===== config.mk =====
export PLATFORM = sky130hd
export DESIGN_NAME = numeric_exception_control
export DESIGN_NICKNAME = d
export VERILOG_FILES = /design/src/core/fault_ptr_store.v /design/src/core/numeric_exception_control.v
export VERILOG_INCLUDE_DIRS = /design/src /design/src/core
export SDC_FILE = /design/constraint.sdc
export NUM_CORES = 1
export LEC_CHECK = 0
export ABC_AREA = 0
export BUFFER_PORTS_ARGS = -buffer_cell sky130_fd_sc_hd__buf_2
export CAP_MARGIN = 20
export CELL_PAD_IN_SITES_DETAIL_PLACEMENT = 1
export CELL_PAD_IN_SITES_GLOBAL_PLACEMENT = 2
export CORE_MARGIN = 2
export CORE_UTILIZATION = 26
export CTS_CLUSTER_DIAMETER = 150
export CTS_CLUSTER_SIZE = 20
export DETAILED_ROUTE_END_ITERATION = 7
export PLACE_DENSITY_LB_ADDON = 0.1
export SYNTH_ARGS = -nofsm -noshare
export SYNTH_HDL_FRONTEND = slang
export SYNTH_SLANG_ARGS = --single-unit

===== constraint.sdc =====
create_clock -name clk -period 2.2 [get_ports clk]
set_clock_uncertainty 0.05 [all_clocks]
set_input_delay 0.44 -clock clk [delete_from_list [all_inputs] [get_ports clk]]
set_output_delay 0.44 -clock clk [all_outputs]
set_load 0.02 [all_outputs]

===== src/core/nec_defs.vh =====
// Field positions, reset values, widths and encodings of the numeric exception unit
`ifndef NEC_DEFS_VH
`define NEC_DEFS_VH
`define CW_RESET 16'h037f
`define CW_MASK_LO 0
`define CW_MASK_HI 5
`define CW_PREC_LO 8
`define CW_PREC_HI 9
`define CW_RND_LO 10
`define CW_RND_HI 11
`define CW_INF_BIT 12
`define EXC_INV 0
`define EXC_DEN 1
`define EXC_ZDV 2
`define EXC_OVF 3
`define EXC_UNF 4
`define EXC_PRE 5
`define CMD_NONE 3'h0
`define CMD_LDCW 3'h1
`define CMD_CLEX 3'h2
`define CMD_INIT 3'h3
`define CMD_SETPM 3'h4
`define EXP_W 15
`define SIG_W 64
`define EXP_ONES 15'h7fff
`define FIX_NONE 2'h0
`define FIX_NAN 2'h1
`define FIX_INF 2'h2
`define FIX_DENORM 2'h3
`endif


===== src/core/fault_ptr_store.v =====
// Small register store holding the fault instruction and operand pointers
`timescale 1ns/100ps
`default_nettype none
module fault_ptr_store (
  input wire clk,
  input wire rst_b,
  input wire wr_en,
  input wire [31:0] wr_instr,
  input wire [31:0] wr_oper,
  input wire [10:0] wr_opcode,
  input wire rd_sel,
  output reg [31:0] rd_data,
  output reg [10:0] rd_opcode
);
  reg [31:0] mem_reg [0:1];
  reg [10:0] opc_reg;
  always @(posedge clk or negedge rst_b) begin
    if (!rst_b) begin
      mem_reg[0] <= 32'h0;
      mem_reg[1] <= 32'h0;
      opc_reg <= 11'h0;
      rd_data <= 32'h0;
      rd_opcode <= 11'h0;
    end else begin
      if (wr_en) begin
        mem_reg[0] <= wr_instr;
        mem_reg[1] <= wr_oper;
        opc_reg <= wr_opcode;
      end
      rd_data <= mem_reg[rd_sel];
      rd_opcode <= opc_reg;
    end
  end
endmodule
`default_nettype wire


===== src/core/numeric_exception_control.v =====
// Exception detection, masking, error reporting and control word of the numeric unit
// Functional notes
// [RULE_01] Remainder reports Q0, Q1 or Q2..Q0 by dividend size; others keep prior values
// [RULE_02] Control bits 9..8 select reduced internal precision below 80-bit default
// [RULE_03] Control bits 11..10 select nearest-even, down, up or chop rounding
// [RULE_04] Control bit selects affine signed or projective unsigned infinity closure
// [RULE_05] Six exceptions; unmasked one asserts error output and summary bit
// [RULE_06] Invalid on stack faults, indeterminate forms, NaN operand; masked gives NaN
// [RULE_07] All-ones exponent with non-zero significand is a NaN
// [RULE_08] Overflow flagged on too-large result; masked gives infinity
// [RULE_09] Zero divide on zero divisor and finite non-zero dividend; masked gives infinity
// [RULE_10] Underflow on tiny non-zero result; masked requests gradual denormalisation
// [RULE_11] Denormal operand has minimum exponent and non-zero significand; masked continues
// [RULE_12] Inexact result is rounded per mode and flagged; masked continues
// [RULE_13] Host traps further escape or wait while an unmasked error is pending
// [RULE_14] On error keep faulting instruction address and lowest operand address
// [RULE_15] Error output goes straight to the host, no interrupt controller
// [RULE_16] Captured instruction address points at the first prefix
// [RULE_17] Protected mode captures pointers in its format and saves no opcode
// [RULE_18] Host traps escape on task-switched or emulate flag, wait on task-switched
// [RULE_19] Host traps on operand segment limit faults
// [RULE_20] Control bits 5..0 mask the six exceptions individually
// [RULE_21] Busy asserts when execution begins an instruction
// [RULE_22] Flags and summary stay set until clear or initialise, which drops error; summary also falls once a loaded control word masks the set flags
`timescale 1ns/100ps
`default_nettype none
`include "nec_defs.vh"
module numeric_exception_control (
  input wire clk,
  input wire rst_b,
  input wire [2:0] cmd,
  input wire [15:0] cw_wdata,
  input wire instr_start,
  input wire instr_done,
  input wire [31:0] prefix_addr,
  input wire [31:0] oper_addr,
  input wire oper_present,
  input wire [10:0] opcode,
  input wire op_valid,
  input wire stack_fault,
  input wire indeterminate,
  input wire [`EXP_W-1:0] opa_exp,
  input wire [`SIG_W-1:0] opa_sig,
  input wire [`EXP_W-1:0] opb_exp,
  input wire [`SIG_W-1:0] opb_sig,
  input wire is_divide,
  input wire res_valid,
  input wire res_nonzero,
  input wire res_too_big,
  input wire res_too_small,
  input wire res_inexact,
  input wire rem_valid,
  input wire [2:0] rem_quot,
  input wire rem_lt2,
  input wire rem_lt4,
  input wire ptr_sel,
  output wire [15:0] cw_rdata,
  output reg [5:0] exc_flags,
  output reg error_summary_bit,
  output wire error_n,
  output wire busy,
  output reg [3:0] cond_codes,
  output reg [1:0] fix_action,
  output wire [1:0] precision_mode,
  output wire [1:0] rounding_mode,
  output wire affine_mode,
  output reg protected_mode,
  output wire [31:0] ptr_data,
  output wire [10:0] ptr_opcode
);
  reg [15:0] numeric_control_word;
  reg [5:0] exc_flags_next;
  reg [3:0] cond_next;
  reg [1:0] fix_next;
  reg busy_reg;
  wire [5:0] masks;
  wire [5:0] det;
  wire a_nan;
  wire b_nan;
  wire a_den;
  wire b_den;
  wire zdiv;
  wire clear_cmd;
  wire capture;

  function is_nan;
    input [`EXP_W-1:0] e;
    input [`SIG_W-1:0] s;
    begin
      is_nan = (e == `EXP_ONES) && (s != {`SIG_W{1'b0}}); // see [RULE_07]
    end
  endfunction

  function is_denorm;
    input [`EXP_W-1:0] e;
    input [`SIG_W-1:0] s;
    begin
      is_denorm = (e == {`EXP_W{1'b0}}) && (s != {`SIG_W{1'b0}}); // see [RULE_11]
    end
  endfunction

  assign masks = numeric_control_word[`CW_MASK_HI:`CW_MASK_LO]; // see [RULE_20]
  assign precision_mode = numeric_control_word[`CW_PREC_HI:`CW_PREC_LO]; // see [RULE_02]
  assign rounding_mode = numeric_control_word[`CW_RND_HI:`CW_RND_LO]; // see [RULE_03]
  assign affine_mode = numeric_control_word[`CW_INF_BIT]; // see [RULE_04]
  assign cw_rdata = numeric_control_word;
  assign clear_cmd = (cmd == `CMD_CLEX) || (cmd == `CMD_INIT);

  assign a_nan = is_nan(opa_exp, opa_sig);
  assign b_nan = is_nan(opb_exp, opb_sig);
  assign a_den = is_denorm(opa_exp, opa_sig);
  assign b_den = is_denorm(opb_exp, opb_sig);
  // Zero divisor only with a finite, non-zero dividend
  assign zdiv = is_divide && (opb_exp == {`EXP_W{1'b0}}) && (opb_sig == {`SIG_W{1'b0}})
    && (opa_exp != `EXP_ONES) && (opa_sig != {`SIG_W{1'b0}}); // see [RULE_09]

  assign det[`EXC_INV] = op_valid && (stack_fault || indeterminate || a_nan || b_nan); // see [RULE_06]
  assign det[`EXC_DEN] = op_valid && (a_den || b_den); // see [RULE_11]
  assign det[`EXC_ZDV] = op_valid && zdiv; // see [RULE_09]
  assign det[`EXC_OVF] = res_valid && res_too_big; // see [RULE_08]
  assign det[`EXC_UNF] = res_valid && res_nonzero && res_too_small; // see [RULE_10]
  assign det[`EXC_PRE] = res_valid && res_inexact; // see [RULE_12]

  // New detections win over a clear in the same cycle
  always @* begin
    exc_flags_next = clear_cmd ? 6'h0 : exc_flags; // see [RULE_22]
    exc_flags_next = exc_flags_next | det;
  end

  // Default response steering for masked exceptions, invalid first
  always @* begin
    fix_next = `FIX_NONE;
    if (det[`EXC_INV] && masks[`EXC_INV]) begin
      fix_next = `FIX_NAN; // see [RULE_06]
    end else if ((det[`EXC_ZDV] && masks[`EXC_ZDV]) || (det[`EXC_OVF] && masks[`EXC_OVF])) begin
      fix_next = `FIX_INF; // see [RULE_08] see [RULE_09]
    end else if (det[`EXC_UNF] && masks[`EXC_UNF]) begin
      fix_next = `FIX_DENORM; // see [RULE_10]
    end
  end

  // Remainder quotient bits: C3=Q1, C1=Q0, C0=Q2; smaller dividends keep prior bits
  always @* begin
    cond_next = cond_codes;
    if (rem_valid) begin
      cond_next[2] = 1'b0;
      cond_next[1] = rem_quot[0]; // see [RULE_01]
      if (!rem_lt2) begin
        cond_next[3] = rem_quot[1]; // see [RULE_01]
      end
      if (!rem_lt2 && !rem_lt4) begin
        cond_next[0] = rem_quot[2]; // see [RULE_01]
      end
    end
  end

  always @(posedge clk or negedge rst_b) begin
    if (!rst_b) begin
      numeric_control_word <= `CW_RESET;
      exc_flags <= 6'h0;
      error_summary_bit <= 1'b0;
      cond_codes <= 4'h0;
      fix_action <= `FIX_NONE;
      busy_reg <= 1'b0;
      protected_mode <= 1'b0;
    end else begin
      exc_flags <= exc_flags_next;
      // Summary tracks any unmasked flag, so it falls with the flags it covers
      error_summary_bit <= |(exc_flags_next & ~masks); // see [RULE_05] see [RULE_22]
      cond_codes <= cond_next;
      fix_action <= fix_next;
      if (cmd == `CMD_LDCW) begin
        numeric_control_word <= cw_wdata;
      end else if (cmd == `CMD_INIT) begin
        numeric_control_word <= `CW_RESET;
      end
      if (cmd == `CMD_SETPM) begin
        protected_mode <= 1'b1;
      end else if (cmd == `CMD_INIT) begin
        protected_mode <= protected_mode;
      end
      if (instr_start) begin
        busy_reg <= 1'b1; // see [RULE_21]
      end else if (instr_done) begin
        busy_reg <= 1'b0;
      end
    end
  end

  // Driven straight to the host pin; the host traps while it is low
  assign error_n = ~error_summary_bit; // see [RULE_15] see [RULE_13]
  assign busy = busy_reg; // see [RULE_21]

  // Pointers refresh on each unmasked error; operand address zero when absent
  assign capture = |(det & ~masks); // see [RULE_14]

  fault_ptr_store u_ptr (
    .clk(clk),
    .rst_b(rst_b),
    .wr_en(capture),
    .wr_instr(prefix_addr), // see [RULE_16]
    .wr_oper(oper_present ? oper_addr : 32'h0), // see [RULE_14]
    .wr_opcode(protected_mode ? 11'h0 : opcode), // see [RULE_17]
    .rd_sel(ptr_sel),
    .rd_data(ptr_data),
    .rd_opcode(ptr_opcode)
  );
endmodule
`default_nettype wire


==> results of run 1 <==
cell usage in the layout (no fill, tap or decap), types with 5 or more instances in the layout:
cell	synthesis	final
sky130_fd_sc_hd__a21oi_1	7	7
sky130_fd_sc_hd__buf_12	0	7
sky130_fd_sc_hd__buf_16	0	5
sky130_fd_sc_hd__buf_2	2	345
sky130_fd_sc_hd__buf_4	9	19
sky130_fd_sc_hd__buf_6	3	13
sky130_fd_sc_hd__clkbuf_16	0	18
sky130_fd_sc_hd__dfrtp_1	139	139
sky130_fd_sc_hd__dfstp_2	9	9
sky130_fd_sc_hd__inv_1	42	42
sky130_fd_sc_hd__mux2_2	60	39
sky130_fd_sc_hd__mux2_4	18	39
sky130_fd_sc_hd__mux2i_1	32	30
sky130_fd_sc_hd__nand2_1	52	52
sky130_fd_sc_hd__nand2b_1	10	10
sky130_fd_sc_hd__nand4_1	16	16
sky130_fd_sc_hd__nor2_1	8	8
sky130_fd_sc_hd__nor2b_1	15	15
sky130_fd_sc_hd__nor3_1	9	9
sky130_fd_sc_hd__nor4_1	41	28
sky130_fd_sc_hd__nor4_2	0	9
sky130_fd_sc_hd__nor4_4	1	5
sky130_fd_sc_hd__o21ai_0	12	12
worst register-to-register path: stages (launching register included):
cell                       delay, ns
sky130_fd_sc_hd__dfstp_2        0.55
sky130_fd_sc_hd__nand2b_1       0.11
sky130_fd_sc_hd__o221ai_1       0.12
sky130_fd_sc_hd__a22oi_1        0.17
sky130_fd_sc_hd__o21a_1         0.16
sky130_fd_sc_hd__o221a_4        0.24
sky130_fd_sc_hd__buf_12         0.25
sky130_fd_sc_hd__mux2_2         0.38
kinds of logic (layout without fill, tap and decap cells):
group	count (synthesis)	count (layout)	synth area share (%)
flops	148	148	57.9
buf+inv	69	466	4.95
mux	110	110	19.7
compound gates	38	38	4.17
other cells	1	2	0.0584
simple gates	159	159	13.2
per-layer routing:
layer	up-vias	track usage (%)	wire, um
met2	205	30.9	11500
met3	39	5.60	1610
met1	2701	20.7	9090
li1	2605	-	-
met4	6	6.62	619
met5	-	0	38
worst max path at each step:
stage                           start                 to  slack (ns)  depth (start not counted)
after global placement    opa_sig[28]  u_ptr.mem_reg[39]       -0.64                         10
after global routing      opa_sig[28]  u_ptr.mem_reg[54]       -0.25                         10
after floorplan           opb_sig[52]  u_ptr.mem_reg[55]       -0.21                          8
after CTS                 opa_sig[28]  u_ptr.mem_reg[37]       -0.16                         11
after detailed placement  opa_sig[38]  u_ptr.mem_reg[37]       -0.66                          9
final                     opb_sig[57]  u_ptr.mem_reg[53]       -0.12                          9
where the power goes:
group	internal [W]	switching (W)	total, W
Sequential	0.00337	0.000310	0.00368
Combinational	0.00114	0.00109	0.00224
Clock	0.00181	0.00115	0.00296
stage by stage:
stage / TNS (ns) / util, % / cell area, sq um / hold slack (ns) / power [W]
4_1_cts: -5.03 / 40.0 / 9710 / 0.135 / 0.00895
2_1_floorplan: -10.31 / - / 6490 / 0.0944 / 0.00482
3_5_place_dp: -43.88 / 36.1 / 8760 / 0.316 / 0.00571
3_3_place_gp: -43.33 / 36.1 / 8760 / 0.307 / 0.00563
6_report: -3.99 / 40.6 / 9850 / 0.153 / 0.00888
5_1_grt: -12.84 / 40.6 / 9850 / 0.145 / 0.00937
cell usage after synthesis:
library cell / n / area [sq um]
sky130_fd_sc_hd__nor3_1: 9 / 45.0
sky130_fd_sc_hd__inv_1: 42 / 158
sky130_fd_sc_hd__a2bb2oi_1: 1 / 8.76
sky130_fd_sc_hd__nor4_4: 1 / 21.3
sky130_fd_sc_hd__buf_6: 3 / 33.8
sky130_fd_sc_hd__nor2b_1: 15 / 93.8
sky130_fd_sc_hd__o32a_1: 1 / 10.0
sky130_fd_sc_hd__or2_2: 1 / 6.26
sky130_fd_sc_hd__or3_1: 1 / 6.26
sky130_fd_sc_hd__a22o_1: 4 / 35.0
sky130_fd_sc_hd__o21a_1: 2 / 15.0
sky130_fd_sc_hd__conb_1: 1 / 3.75
sky130_fd_sc_hd__mux2_2: 60 / 676
sky130_fd_sc_hd__nor2_1: 8 / 30.0
sky130_fd_sc_hd__a22oi_1: 3 / 22.5
sky130_fd_sc_hd__a2111o_1: 1 / 11.3
sky130_fd_sc_hd__buf_1: 3 / 11.3
sky130_fd_sc_hd__o211a_1: 1 / 10.0
sky130_fd_sc_hd__o221a_4: 1 / 20.0
sky130_fd_sc_hd__nand4_1: 16 / 100
sky130_fd_sc_hd__dfrtp_1: 139 / 3480
sky130_fd_sc_hd__buf_4: 9 / 67.6
sky130_fd_sc_hd__mux2_4: 18 / 270
sky130_fd_sc_hd__nand3_1: 4 / 20.0
sky130_fd_sc_hd__a21oi_1: 7 / 35.0
sky130_fd_sc_hd__o21ai_0: 12 / 60.1
sky130_fd_sc_hd__nand3b_2: 1 / 11.3
sky130_fd_sc_hd__a21o_1: 2 / 15.0
sky130_fd_sc_hd__dfstp_2: 9 / 236
sky130_fd_sc_hd__nand2_1: 52 / 195
sky130_fd_sc_hd__mux2i_1: 32 / 320
sky130_fd_sc_hd__o311ai_0: 1 / 8.76
sky130_fd_sc_hd__buf_2: 2 / 10.0
sky130_fd_sc_hd__clkbuf_1: 10 / 37.5
sky130_fd_sc_hd__o31ai_1: 1 / 7.51
sky130_fd_sc_hd__nand2b_1: 10 / 62.6
sky130_fd_sc_hd__nor4_1: 41 / 257
sky130_fd_sc_hd__o221ai_1: 1 / 8.76
repair_timing:
action                                  CTS  global route
hold buffers                              1             0
endpoints found under the hold margin    40             0
buffers inserted                          9             2
cloned                                    4             1
resized for setup                        36            26
pin swaps                                 1             3
endpoints found under the setup margin   70            78
layout make-up:
class / instances / area share, %
diodes: 1 / 0.0254
clock buffers: 18 / 4.46
clock inverters: 12 / 1.59
inverters: 42 / 1.60
multi-input cells: 308 / 26.4
flip-flops and latches: 148 / 37.7
well taps: 324 / 4.11
repair buffers: 394 / 24.1
==> out/results.ini, run 1 <==
[global_routing]
antenna_violations_before_repair = 4
pin_count_of_the_biggest_net_entering_global_routing = 55
grtUsageTotal_pct = 17.8
first_global_vias = 6440
overflow = 0
grt_pass1_wl_um = 35400

[clocking]
worst_setup_hold_path_clk_slew_ns = 0.06
htree_levels = 4
numClockSinks = 148
cts-root-to-sink-buffers = 2
numCtsBuffers = 17
clkLatencyLatePin_ns = 0.41
master_cell_of_the_clock_root_buffer = sky130_fd_sc_hd__clkbuf_16
cts_tree = done

[critical_path]
worst_setup_path_end_kind = register
critPathBufInv = 3
worst-endpoint-arrival_ns = 2.57
timing_worst_setup_path_type = input port to register
slowest_stage = sky130_fd_sc_hd__mux2_2
critPathMaxStageDelay_ns = 0.36
ff2ff_path_depth = 7
critical-path-top-cell-by-count = sky130_fd_sc_hd__nor4_4
worst_r2r_startpoint = cw_rdata[3]
crit_required_ns = 2.45
worst_setup_path_start_kind = input port
crit_path_cell_trace = buf_2, nor4_4, nand4_1, nor4_4, buf_4, o32a_1, o221a_4, buf_12, mux2_2
worst_path_dominant_cell_family = simple AND/OR/NAND/NOR gates
timing.critical_path.fanout_max = 30
reg2reg_to = u_ptr.mem_reg[53]
regToRegSetupSlack_ns = 0.06

[yosys]
syn_area_sq_mm = 0.00642
ys_ff_latch = 148
synth_fp_nets = 798
synth_cell_types = 38
cells_after_synthesis = 525
synth.avg_cell_area_sq_um = 12.2
synth.yosys.seq_area_share_pct = 57.9
synthesis.yosys.warnings = 0

[timing]
fmax_mhz = 431
post-route-min-period_ns = 2.32
min_period_over_period_pct = 106
finalSetupViolations = 61
finalHoldViolCount = 0
timing_max_transition_violations_final = 0
unrepaired_setup_endpoints_after_global_routing = true
worst_slack_ns = -0.122

[min_path]
hold_path.class = input port to register
origin_of_the_worst_min_delay_path = instr_start
min_delay_path_depth = 2
end_of_the_worst_hold_path = busy

[run_status]
outcome = finished with violations
violated_checks = setup timing

[power_and_ir_drop]
power_density_relative_to_cell_area_mw_per_mm2 = 901
total_leakage_power_nw = 5.23
vdd_drop_max_mv = 0.338

[place]
pre_cts_slack_ns = -0.656
dp.final_hpwl_um = 17100
place_congestion = 0.907
place_inst = 1200
place.port_buffers = 351

[final_layout]
area_of_the_multi_input_gates_sq_mm = 0.00260
flip_flop_count_of_the_largest_register_all_copies_and_words_added = 64
fraction_of_final_layout_cells_sized_beyond_drive_strength_1_pct = 57.5
n_fill_cell = 2734
synthToLayoutAreaGrowth_pct = 53.5
final_nets = 1184
area.sequential_sq_mm = 0.00371
final_cell_count_no_fill = 1247

[drt]
detail_route.drc_violations = 0
vias = 5556
antenna_violating_nets_post_route = 0
drt_pass1_iterations = 4
drt-total-wl_um = 22900
wl_per_cell_um = 18.3
detailedRoute.firstIterationViolations = 167
average_via_count_per_standard_cell = 4.46

[floorplanning]
starting_utilization_of_the_core_area_pct = 26.5
core.rowCount = 57
die_y_um = 161
placeableCoreArea_sq_mm = 0.0242
fp.dieArea_sq_mm = 0.0260
boundaryPins = 353
die_x_um = 161

[run]
max_cap_violations = 0

No activity file was read; power rests on OpenSTA's default activity.
==> run 2: changes to the inputs <==
--- a/config.mk
+++ b/config.mk
@@ -6,13 +6,13 @@
 export SDC_FILE = /design/constraint.sdc
 export NUM_CORES = 1
 export LEC_CHECK = 0
-export ABC_AREA = 0
+export ABC_AREA = 1
 export BUFFER_PORTS_ARGS = -buffer_cell sky130_fd_sc_hd__buf_2
 export CAP_MARGIN = 20
 export CELL_PAD_IN_SITES_DETAIL_PLACEMENT = 1
 export CELL_PAD_IN_SITES_GLOBAL_PLACEMENT = 2
 export CORE_MARGIN = 2
-export CORE_UTILIZATION = 26
+export CORE_UTILIZATION = 24
 export CTS_CLUSTER_DIAMETER = 150
 export CTS_CLUSTER_SIZE = 20
 export DETAILED_ROUTE_END_ITERATION = 7
==> run 2 against run 1 <==
The flow now finishes without violations. Core utilization fell by 5.8 points. Fmax rose by 22%. Synthesized cell count rose by 58%. Total power fell by 4.4%. Critical path depth rose by 1. Final area fell by 1.1%. Critical endpoint is now u_ptr.mem_reg[10]. Largest cell class unchanged.
==> out/results.ini, run 2 <==
[run_status]
outcome = finished, final reports clean

[yosys]
syn_area_sq_mm = 0.00684  ; +6.6%
synth.yosys.seq_area_share_pct = 54.3  ; -3.6 points
synth_cell_types = 23  ; -39%
synth_fp_nets = 1100  ; +38%
synth_flop_cell = sky130_fd_sc_hd__dfrtp_1
cells_taking_the_most_area_after_synthesis = sky130_fd_sc_hd__dfrtp_1 51%, sky130_fd_sc_hd__nand2_1 15%, sky130_fd_sc_hd__nand3_1 6.7%, sky130_fd_sc_hd__nor2_1 6.6%, sky130_fd_sc_hd__mux2_2 5.6%
synthDominantCellAreaShare_pct = 50.8  ; -3.3 points
ys_ff_latch = 148  ; unchanged
synthesis.yosys.warnings = 0  ; unchanged
cells_after_synthesis = 827  ; +58%
proportion_of_synthesized_flip_flops_having_asynchronous_set_or_reset_pct = 100  ; unchanged
synth.top_cells.by_count = 277 x sky130_fd_sc_hd__nand2_1, 139 x sky130_fd_sc_hd__dfrtp_1, 120 x sky130_fd_sc_hd__nor2_1
yosys.cell_count.top_type = sky130_fd_sc_hd__nand2_1
synth.avg_cell_area_sq_um = 8.27  ; -32%
dominant_cell_type_by_area_after_synthesis = sky130_fd_sc_hd__dfrtp_1
synth-edff-count = 0  ; unchanged

[timing]
fmax_mhz = 524  ; +22%
timing_max_transition_violations_final = 0  ; unchanged
min_period_over_period_pct = 86.7  ; -19 points
finalSetupViolations = 0  ; -100%
worst_pin_slew_ns = 0.506
post-route-min-period_ns = 1.91  ; -0.415 ns
unrepaired_setup_endpoints_after_global_routing = false
fin_setup_tns_ns = 0  ; +3.99 ns
slew_margin_rel_pct = 66.2
finalHoldViolCount = 0  ; unchanged
hold_ws_ns = 0.148  ; -0.00577 ns

[clocking]
cts_tree = done
cts-root-to-sink-buffers = 2  ; unchanged
numCtsBuffers = 17  ; unchanged
htree_levels = 4  ; unchanged
numClockSinks = 148  ; unchanged
master_cell_of_the_clock_root_buffer = sky130_fd_sc_hd__clkbuf_16
worst_setup_hold_path_clk_slew_ns = 0.07  ; about the same
clkLatencyLatePin_ns = 0.42  ; about the same

[place]
place.port_buffers = 351  ; unchanged
place_inst = 1539  ; +28%
dp.final_hpwl_um = 18100  ; +6.2%
place_congestion = 0.717  ; -21%

[final_layout]
synthToLayoutAreaGrowth_pct = 42.4
layout.cells.most_common = sky130_fd_sc_hd__buf_2
n_fill_cell = 3457  ; +26%
final_nets = 1454  ; +23%
postLayoutCoreUtil_pct = 34.9  ; -5.8 points
flip_flop_count_of_the_largest_register_all_copies_and_words_added = 64  ; unchanged
final_cell_count_no_fill = 1574  ; +26%
layout_common_cells = 350 x sky130_fd_sc_hd__buf_2, 277 x sky130_fd_sc_hd__nand2_1, 139 x sky130_fd_sc_hd__dfrtp_1, 120 x sky130_fd_sc_hd__nor2_1, 91 x sky130_fd_sc_hd__nand3_1
fraction_of_final_layout_cells_sized_beyond_drive_strength_1_pct = 37.9  ; -20 points

[drt]
drt-total-wl_um = 23900  ; +4.5%
drt_pass1_iterations = 4  ; unchanged
average_via_count_per_standard_cell = 4.12  ; -7.6%
antenna_violating_nets_post_route = 0  ; unchanged
detail_route.drc_violations = 0  ; unchanged
wl_per_cell_um = 15.2  ; -17%
vias = 6480  ; +17%
detailedRoute.firstIterationViolations = 274  ; +64%

[power_and_ir_drop]
power_density_relative_to_cell_area_mw_per_mm2 = 871  ; -3.3%
total_leakage_power_nw = 5.55  ; +6.2%
vdd_drop_max_mv = 0.447  ; +32%
power_w = 0.00848  ; -4.4%

[floorplanning]
die_x_um = 173  ; +7.3%
die_y_um = 173  ; +7.3%
placeableCoreArea_sq_mm = 0.0279  ; +15%
starting_utilization_of_the_core_area_pct = 24.5  ; -2.0 points
core.rowCount = 61  ; +7.0%
boundaryPins = 353  ; unchanged
fp.dieArea_sq_mm = 0.0299  ; +15%

[critical_path]
worst_setup_path_start_kind = register
startpoint = cw_rdata[5]
timing.critical_path.fanout_max = 40  ; +33%
worst-endpoint-arrival_ns = 2.21  ; -0.36 ns
worst_setup_path_end_kind = register
timing_worst_setup_path_type = register to register
worst_r2r_startpoint = cw_rdata[5]
crit_required_ns = 2.50  ; +0.05 ns

[global_routing]
overflow = 0  ; unchanged
antenna_violations_before_repair = 3  ; -1
pin_count_of_the_biggest_net_entering_global_routing = 47  ; -15%
grtUsageTotal_pct = 16.2  ; -1.6 points
first_global_vias = 6968  ; +8.2%
grt_pass1_wl_um = 38400  ; +8.4%

[run]
max_cap_violations = 0  ; unchanged

[min_path]
origin_of_the_worst_min_delay_path = instr_done
hold_path.class = input port to register

[run 2: routing by layer]
metal  global-route usage, %  share of wire [%]
met4                    3.64                1.2
met5                       0                  0
met1                    20.4                 44
met3                    4.53                5.6
met2                    27.5                 49
[run 2: through the flow]
| step | worst slack, ns | cell area (sq um) |
|---|---|---|
| finish | 0.292 | 9740 |
| global route | 0.0882 | 9740 |
| CTS | 0.271 | 9730 |
| detailed placement | -0.0458 | 9150 |
| global placement | -0.0273 | 9150 |
| floorplan | 0.415 | 6840 |
[run 2: path summary, 6_finish.rpt]
check | to | slack, ns | cells after the start
min in group asynchronous | u_ptr.rd_data[28] | 0.47 | 2
worst min register to register | u_ptr.rd_opcode[9] | 0.33 | 0
worst max-delay path | u_ptr.mem_reg[10] | 0.29 | 10
worst max register to register | u_ptr.mem_reg[10] | 0.29 | 10
worst min-delay path | busy | 0.15 | 2
max in group asynchronous | cw_rdata[9] | 1.00 | 3
[run 2: kinds of logic (layout without fill, tap and decap cells)]
group / count (synthesis) / after routing / share of synthesized area [%]
buffers and inverters: 117 / 484 / 8.05
AND/OR/NAND/NOR: 503 / 503 / 29.9
other: 1 / 3 / 0.0548
multiplexers: 34 / 34 / 5.60
AO/OA/AOI/OAI: 24 / 24 / 2.08
flip-flops: 148 / 148 / 54.3
[run 2: layout make-up]
| cell class | count | area, sq um | share of cell area (%) |
|---|---|---|---|
| Antenna cell | 2 | 5.00 | 0.0514 |
| Clock buffer | 18 | 429 | 4.41 |
| Clock inverter | 14 | 141 | 1.45 |
| Inverter | 77 | 289 | 2.97 |
| Multi-Input combinational cell | 562 | 2590 | 26.6 |
| Sequential cell | 148 | 3710 | 38.1 |
| Tap cell | 378 | 473 | 4.86 |
| Timing Repair Buffer | 375 | 2100 | 21.5 |
[run 2: where the power goes]
| group | switching, W | internal, W |
|---|---|---|
| logic | 0.00115 | 0.000862 |
| registers | 0.000278 | 0.00335 |
| clock network | 0.00125 | 0.00159 |
[run 2: worst max-delay path, stage by stage (launching register included)]
cell and delay, ns:
sky130_fd_sc_hd__dfstp_2 0.53, sky130_fd_sc_hd__inv_1 0.06, sky130_fd_sc_hd__nand3_1 0.06, sky130_fd_sc_hd__o21ai_0 0.07, sky130_fd_sc_hd__a21oi_1 0.18, sky130_fd_sc_hd__nand2_1 0.11, sky130_fd_sc_hd__buf_4 0.15, sky130_fd_sc_hd__nor2_4 0.17
sky130_fd_sc_hd__buf_12 0.23, sky130_fd_sc_hd__nand3_1 0.10, sky130_fd_sc_hd__nand2_1 0.08
[run 2: timing repair]
item	in CTS	in global routing
gates resized for setup	0	0
hold buffers	1	0
buffers inserted	0	0
hold endpoints to repair	33	0
endpoints found under the setup margin	0	0
==> run 3: changes to the inputs <==
--- a/config.mk
+++ b/config.mk
@@ -17,6 +17,7 @@
 export CTS_CLUSTER_SIZE = 20
 export DETAILED_ROUTE_END_ITERATION = 7
 export PLACE_DENSITY_LB_ADDON = 0.1
+export RECOVER_POWER = 25
 export SYNTH_ARGS = -nofsm -noshare
 export SYNTH_HDL_FRONTEND = slang
 export SYNTH_SLANG_ARGS = --single-unit
==> run 3 against run 2 <==
Global-route usage is the same. Sequential share of layout area grew 0.12 points. Critical path depth is the same. Worst setup slack is essentially flat. Non-clock buffer count is the same. Final area shrank 0.31%. Wire length is essentially flat. Fmax is essentially flat. Largest power group unchanged. Highest routed layer unchanged.
==> out/results.ini, run 3 (synthesized netlist as in run 2, its figures left out) <==
[clocking]
numCtsBuffers = 17  ; unchanged
cts_resized = 0  ; unchanged
cts_tree = done
htree_levels = 4  ; unchanged
numClockSinks = 148  ; unchanged
master_cell_of_the_clock_root_buffer = sky130_fd_sc_hd__clkbuf_16
clkLatencyLatePin_ns = 0.42  ; about the same
cts-root-to-sink-buffers = 2  ; unchanged
worst_setup_hold_path_clk_slew_ns = 0.07  ; about the same

[timing]
finalSetupViolations = 0  ; unchanged
worst_pin_slew_ns = 1.17  ; +0.662 ns
min_period_over_period_pct = 86.7  ; about the same
fmax_mhz = 524  ; about the same
fin_setup_tns_ns = 0  ; unchanged
post-route-min-period_ns = 1.91  ; -0.000361 ns
slew_margin_rel_pct = 22.1  ; -44 points
worst_slack_ns = 0.293  ; +0.000361 ns
finalHoldViolCount = 0  ; unchanged
timing_max_transition_violations_final = 0  ; unchanged
unrepaired_setup_endpoints_after_global_routing = false

[floorplanning]
die_x_um = 173  ; unchanged
fp.dieArea_sq_mm = 0.0299  ; unchanged
starting_utilization_of_the_core_area_pct = 24.5  ; unchanged
boundaryPins = 353  ; unchanged
placeableCoreArea_sq_mm = 0.0279  ; unchanged
die_y_um = 173  ; unchanged
core.rowCount = 61  ; unchanged

[place]
dp.final_hpwl_um = 18100  ; unchanged
place_inst = 1539  ; unchanged
pre_cts_slack_ns = -0.0458  ; unchanged
place_congestion = 0.717  ; unchanged
place.port_buffers = 351  ; unchanged
post_dp_cell_area_sq_mm = 0.00915  ; unchanged

[power_and_ir_drop]
pwr-share-seq_pct = 42.8  ; about the same
internal_power_w = 0.00579  ; -0.10%
total_leakage_power_nw = 5.54  ; -0.28%
switchingPower_w = 0.00268  ; about the same
vdd_drop_max_mv = 0.448  ; +0.18%
clock_power_share_pct = 33.5  ; about the same
power.share.switching_pct = 31.7  ; about the same
combPwrFrac_pct = 23.7  ; about the same
power_density_relative_to_cell_area_mw_per_mm2 = 873  ; +0.23%

[drt]
detailedRoute.firstIterationViolations = 273  ; -0.36%
average_via_count_per_standard_cell = 4.12  ; about the same
drt-total-wl_um = 23900  ; about the same
wl_per_cell_um = 15.2  ; about the same
drt_pass1_iterations = 4  ; unchanged
vias = 6483  ; +0.046%
antenna_violating_nets_post_route = 0  ; unchanged
detail_route.drc_violations = 0  ; unchanged

[final_layout]
finish.instance_area_sq_mm = 0.00971  ; -0.31%
synthToLayoutAreaGrowth_pct = 41.9
final_nets = 1454  ; unchanged
flip_flop_count_of_the_largest_register_all_copies_and_words_added = 64  ; unchanged
final_cell_count_no_fill = 1574  ; unchanged
layout.cells.most_common = sky130_fd_sc_hd__buf_2
layout_common_cells = 349 x sky130_fd_sc_hd__buf_2, 277 x sky130_fd_sc_hd__nand2_1, 139 x sky130_fd_sc_hd__dfrtp_1, 120 x sky130_fd_sc_hd__nor2_1, 91 x sky130_fd_sc_hd__nand3_1
n_fill_cell = 3459  ; +0.058%
fraction_of_final_layout_cells_sized_beyond_drive_strength_1_pct = 37.6  ; -0.34 points
postLayoutCoreUtil_pct = 34.8  ; -0.11 points

[critical_path]
ff2ff_path_depth = 10  ; unchanged
worst-endpoint-arrival_ns = 2.21  ; about the same
crit_path_cell_trace = inv_1, nand3_1, o21ai_0, a21oi_1, nand2_1, buf_4, nor2_4, buf_12, nand3_1, nand2_1
crit_required_ns = 2.50  ; about the same
regToRegSetupSlack_ns = 0.29  ; about the same
worst_setup_path_start_kind = register
critPathMaxStageDelay_ns = 0.53  ; about the same
timing_worst_setup_path_type = register to register
crit_path_end = u_ptr.mem_reg[10]
slowest_stage = sky130_fd_sc_hd__dfstp_2
critical_path_cell_count = 10  ; unchanged
timing.critical_path.fanout_max = 40  ; unchanged
worst_r2r_startpoint = cw_rdata[5]
worst_path_dominant_cell_family = flip-flops
worst_setup_path_end_kind = register
startpoint = cw_rdata[5]
critPathBufInv = 3  ; unchanged
reg2reg_to = u_ptr.mem_reg[10]

[global_routing]
grtUsageTotal_pct = 16.2  ; unchanged
overflow = 0  ; unchanged
grt_pass1_wl_um = 38400  ; unchanged
first_global_vias = 6968  ; unchanged
antenna_violations_before_repair = 3  ; unchanged
pin_count_of_the_biggest_net_entering_global_routing = 47  ; unchanged

[run]
max_cap_violations = 0  ; unchanged

[run_status]
outcome = finished, final reports clean

[min_path]
hold_path.class = input port to register

[run 3: cell types whose count changed in the layout (fill, tap and decap cells not counted), sizes merged]
cell | previous run | this run
buf | 374 | 369
clkbuf | 18 | 23
[run 3: layout make-up]
class / instances / area, sq um / area share (%)
Timing Repair Buffer: 375 / 2070 / 21.3
Clock inverter: 14 / 141 / 1.46
Clock buffer: 18 / 429 / 4.42
Antenna cell: 2 / 5.00 / 0.0515
Multi-Input combinational cell: 562 / 2590 / 26.7
Tap cell: 378 / 473 / 4.87
Sequential cell: 148 / 3710 / 38.3
Inverter: 77 / 289 / 2.98
[run 3: worst min path at each step]
| stage | slack (ns) | cells past startpoint | start | to |
|---|---|---|---|---|
| detailed placement | 0.31 | 0 | u_ptr.opc_reg[5] | u_ptr.rd_opcode[5] |
| finish | 0.15 | 2 | instr_done | busy |
| CTS | 0.13 | 2 | instr_done | busy |
| floorplan | 0.09 | 0 | rst_b | busy |
| global route | 0.14 | 2 | instr_done | busy |
| global placement | 0.31 | 0 | u_ptr.opc_reg[3] | u_ptr.rd_opcode[3] |
[run 3: repair_timing]
item / in CTS / in global routing
hold buffers: 1 / 0
endpoints found under the hold margin: 33 / 0
buffers inserted: 0 / 0
[run 3: power by group through the flow]
stage	clock network, W	registers [W]	logic [W]
2_1_floorplan	0	0.00394	0.000865
3_3_place_gp	0	0.00367	0.00204
3_5_place_dp	0	0.00368	0.00206
4_1_cts	0.00295	0.00364	0.00207
5_1_grt	0.00306	0.00371	0.00225
6_report	0.00284	0.00363	0.00201
[run 3: through the flow]
step	power (W)	hold WS, ns
floorplan	0.00480	0.0944
CTS	0.00866	0.126
detailed placement	0.00575	0.313
global route	0.00902	0.143
global placement	0.00571	0.308
finish	0.00848	0.147
[run 3: metal layers]
metal	GRT usage [%]	part of all wire, %
met2	27.5	49
met3	4.53	5.6
met1	20.4	44
met4	3.64	1.2
met5	0	0
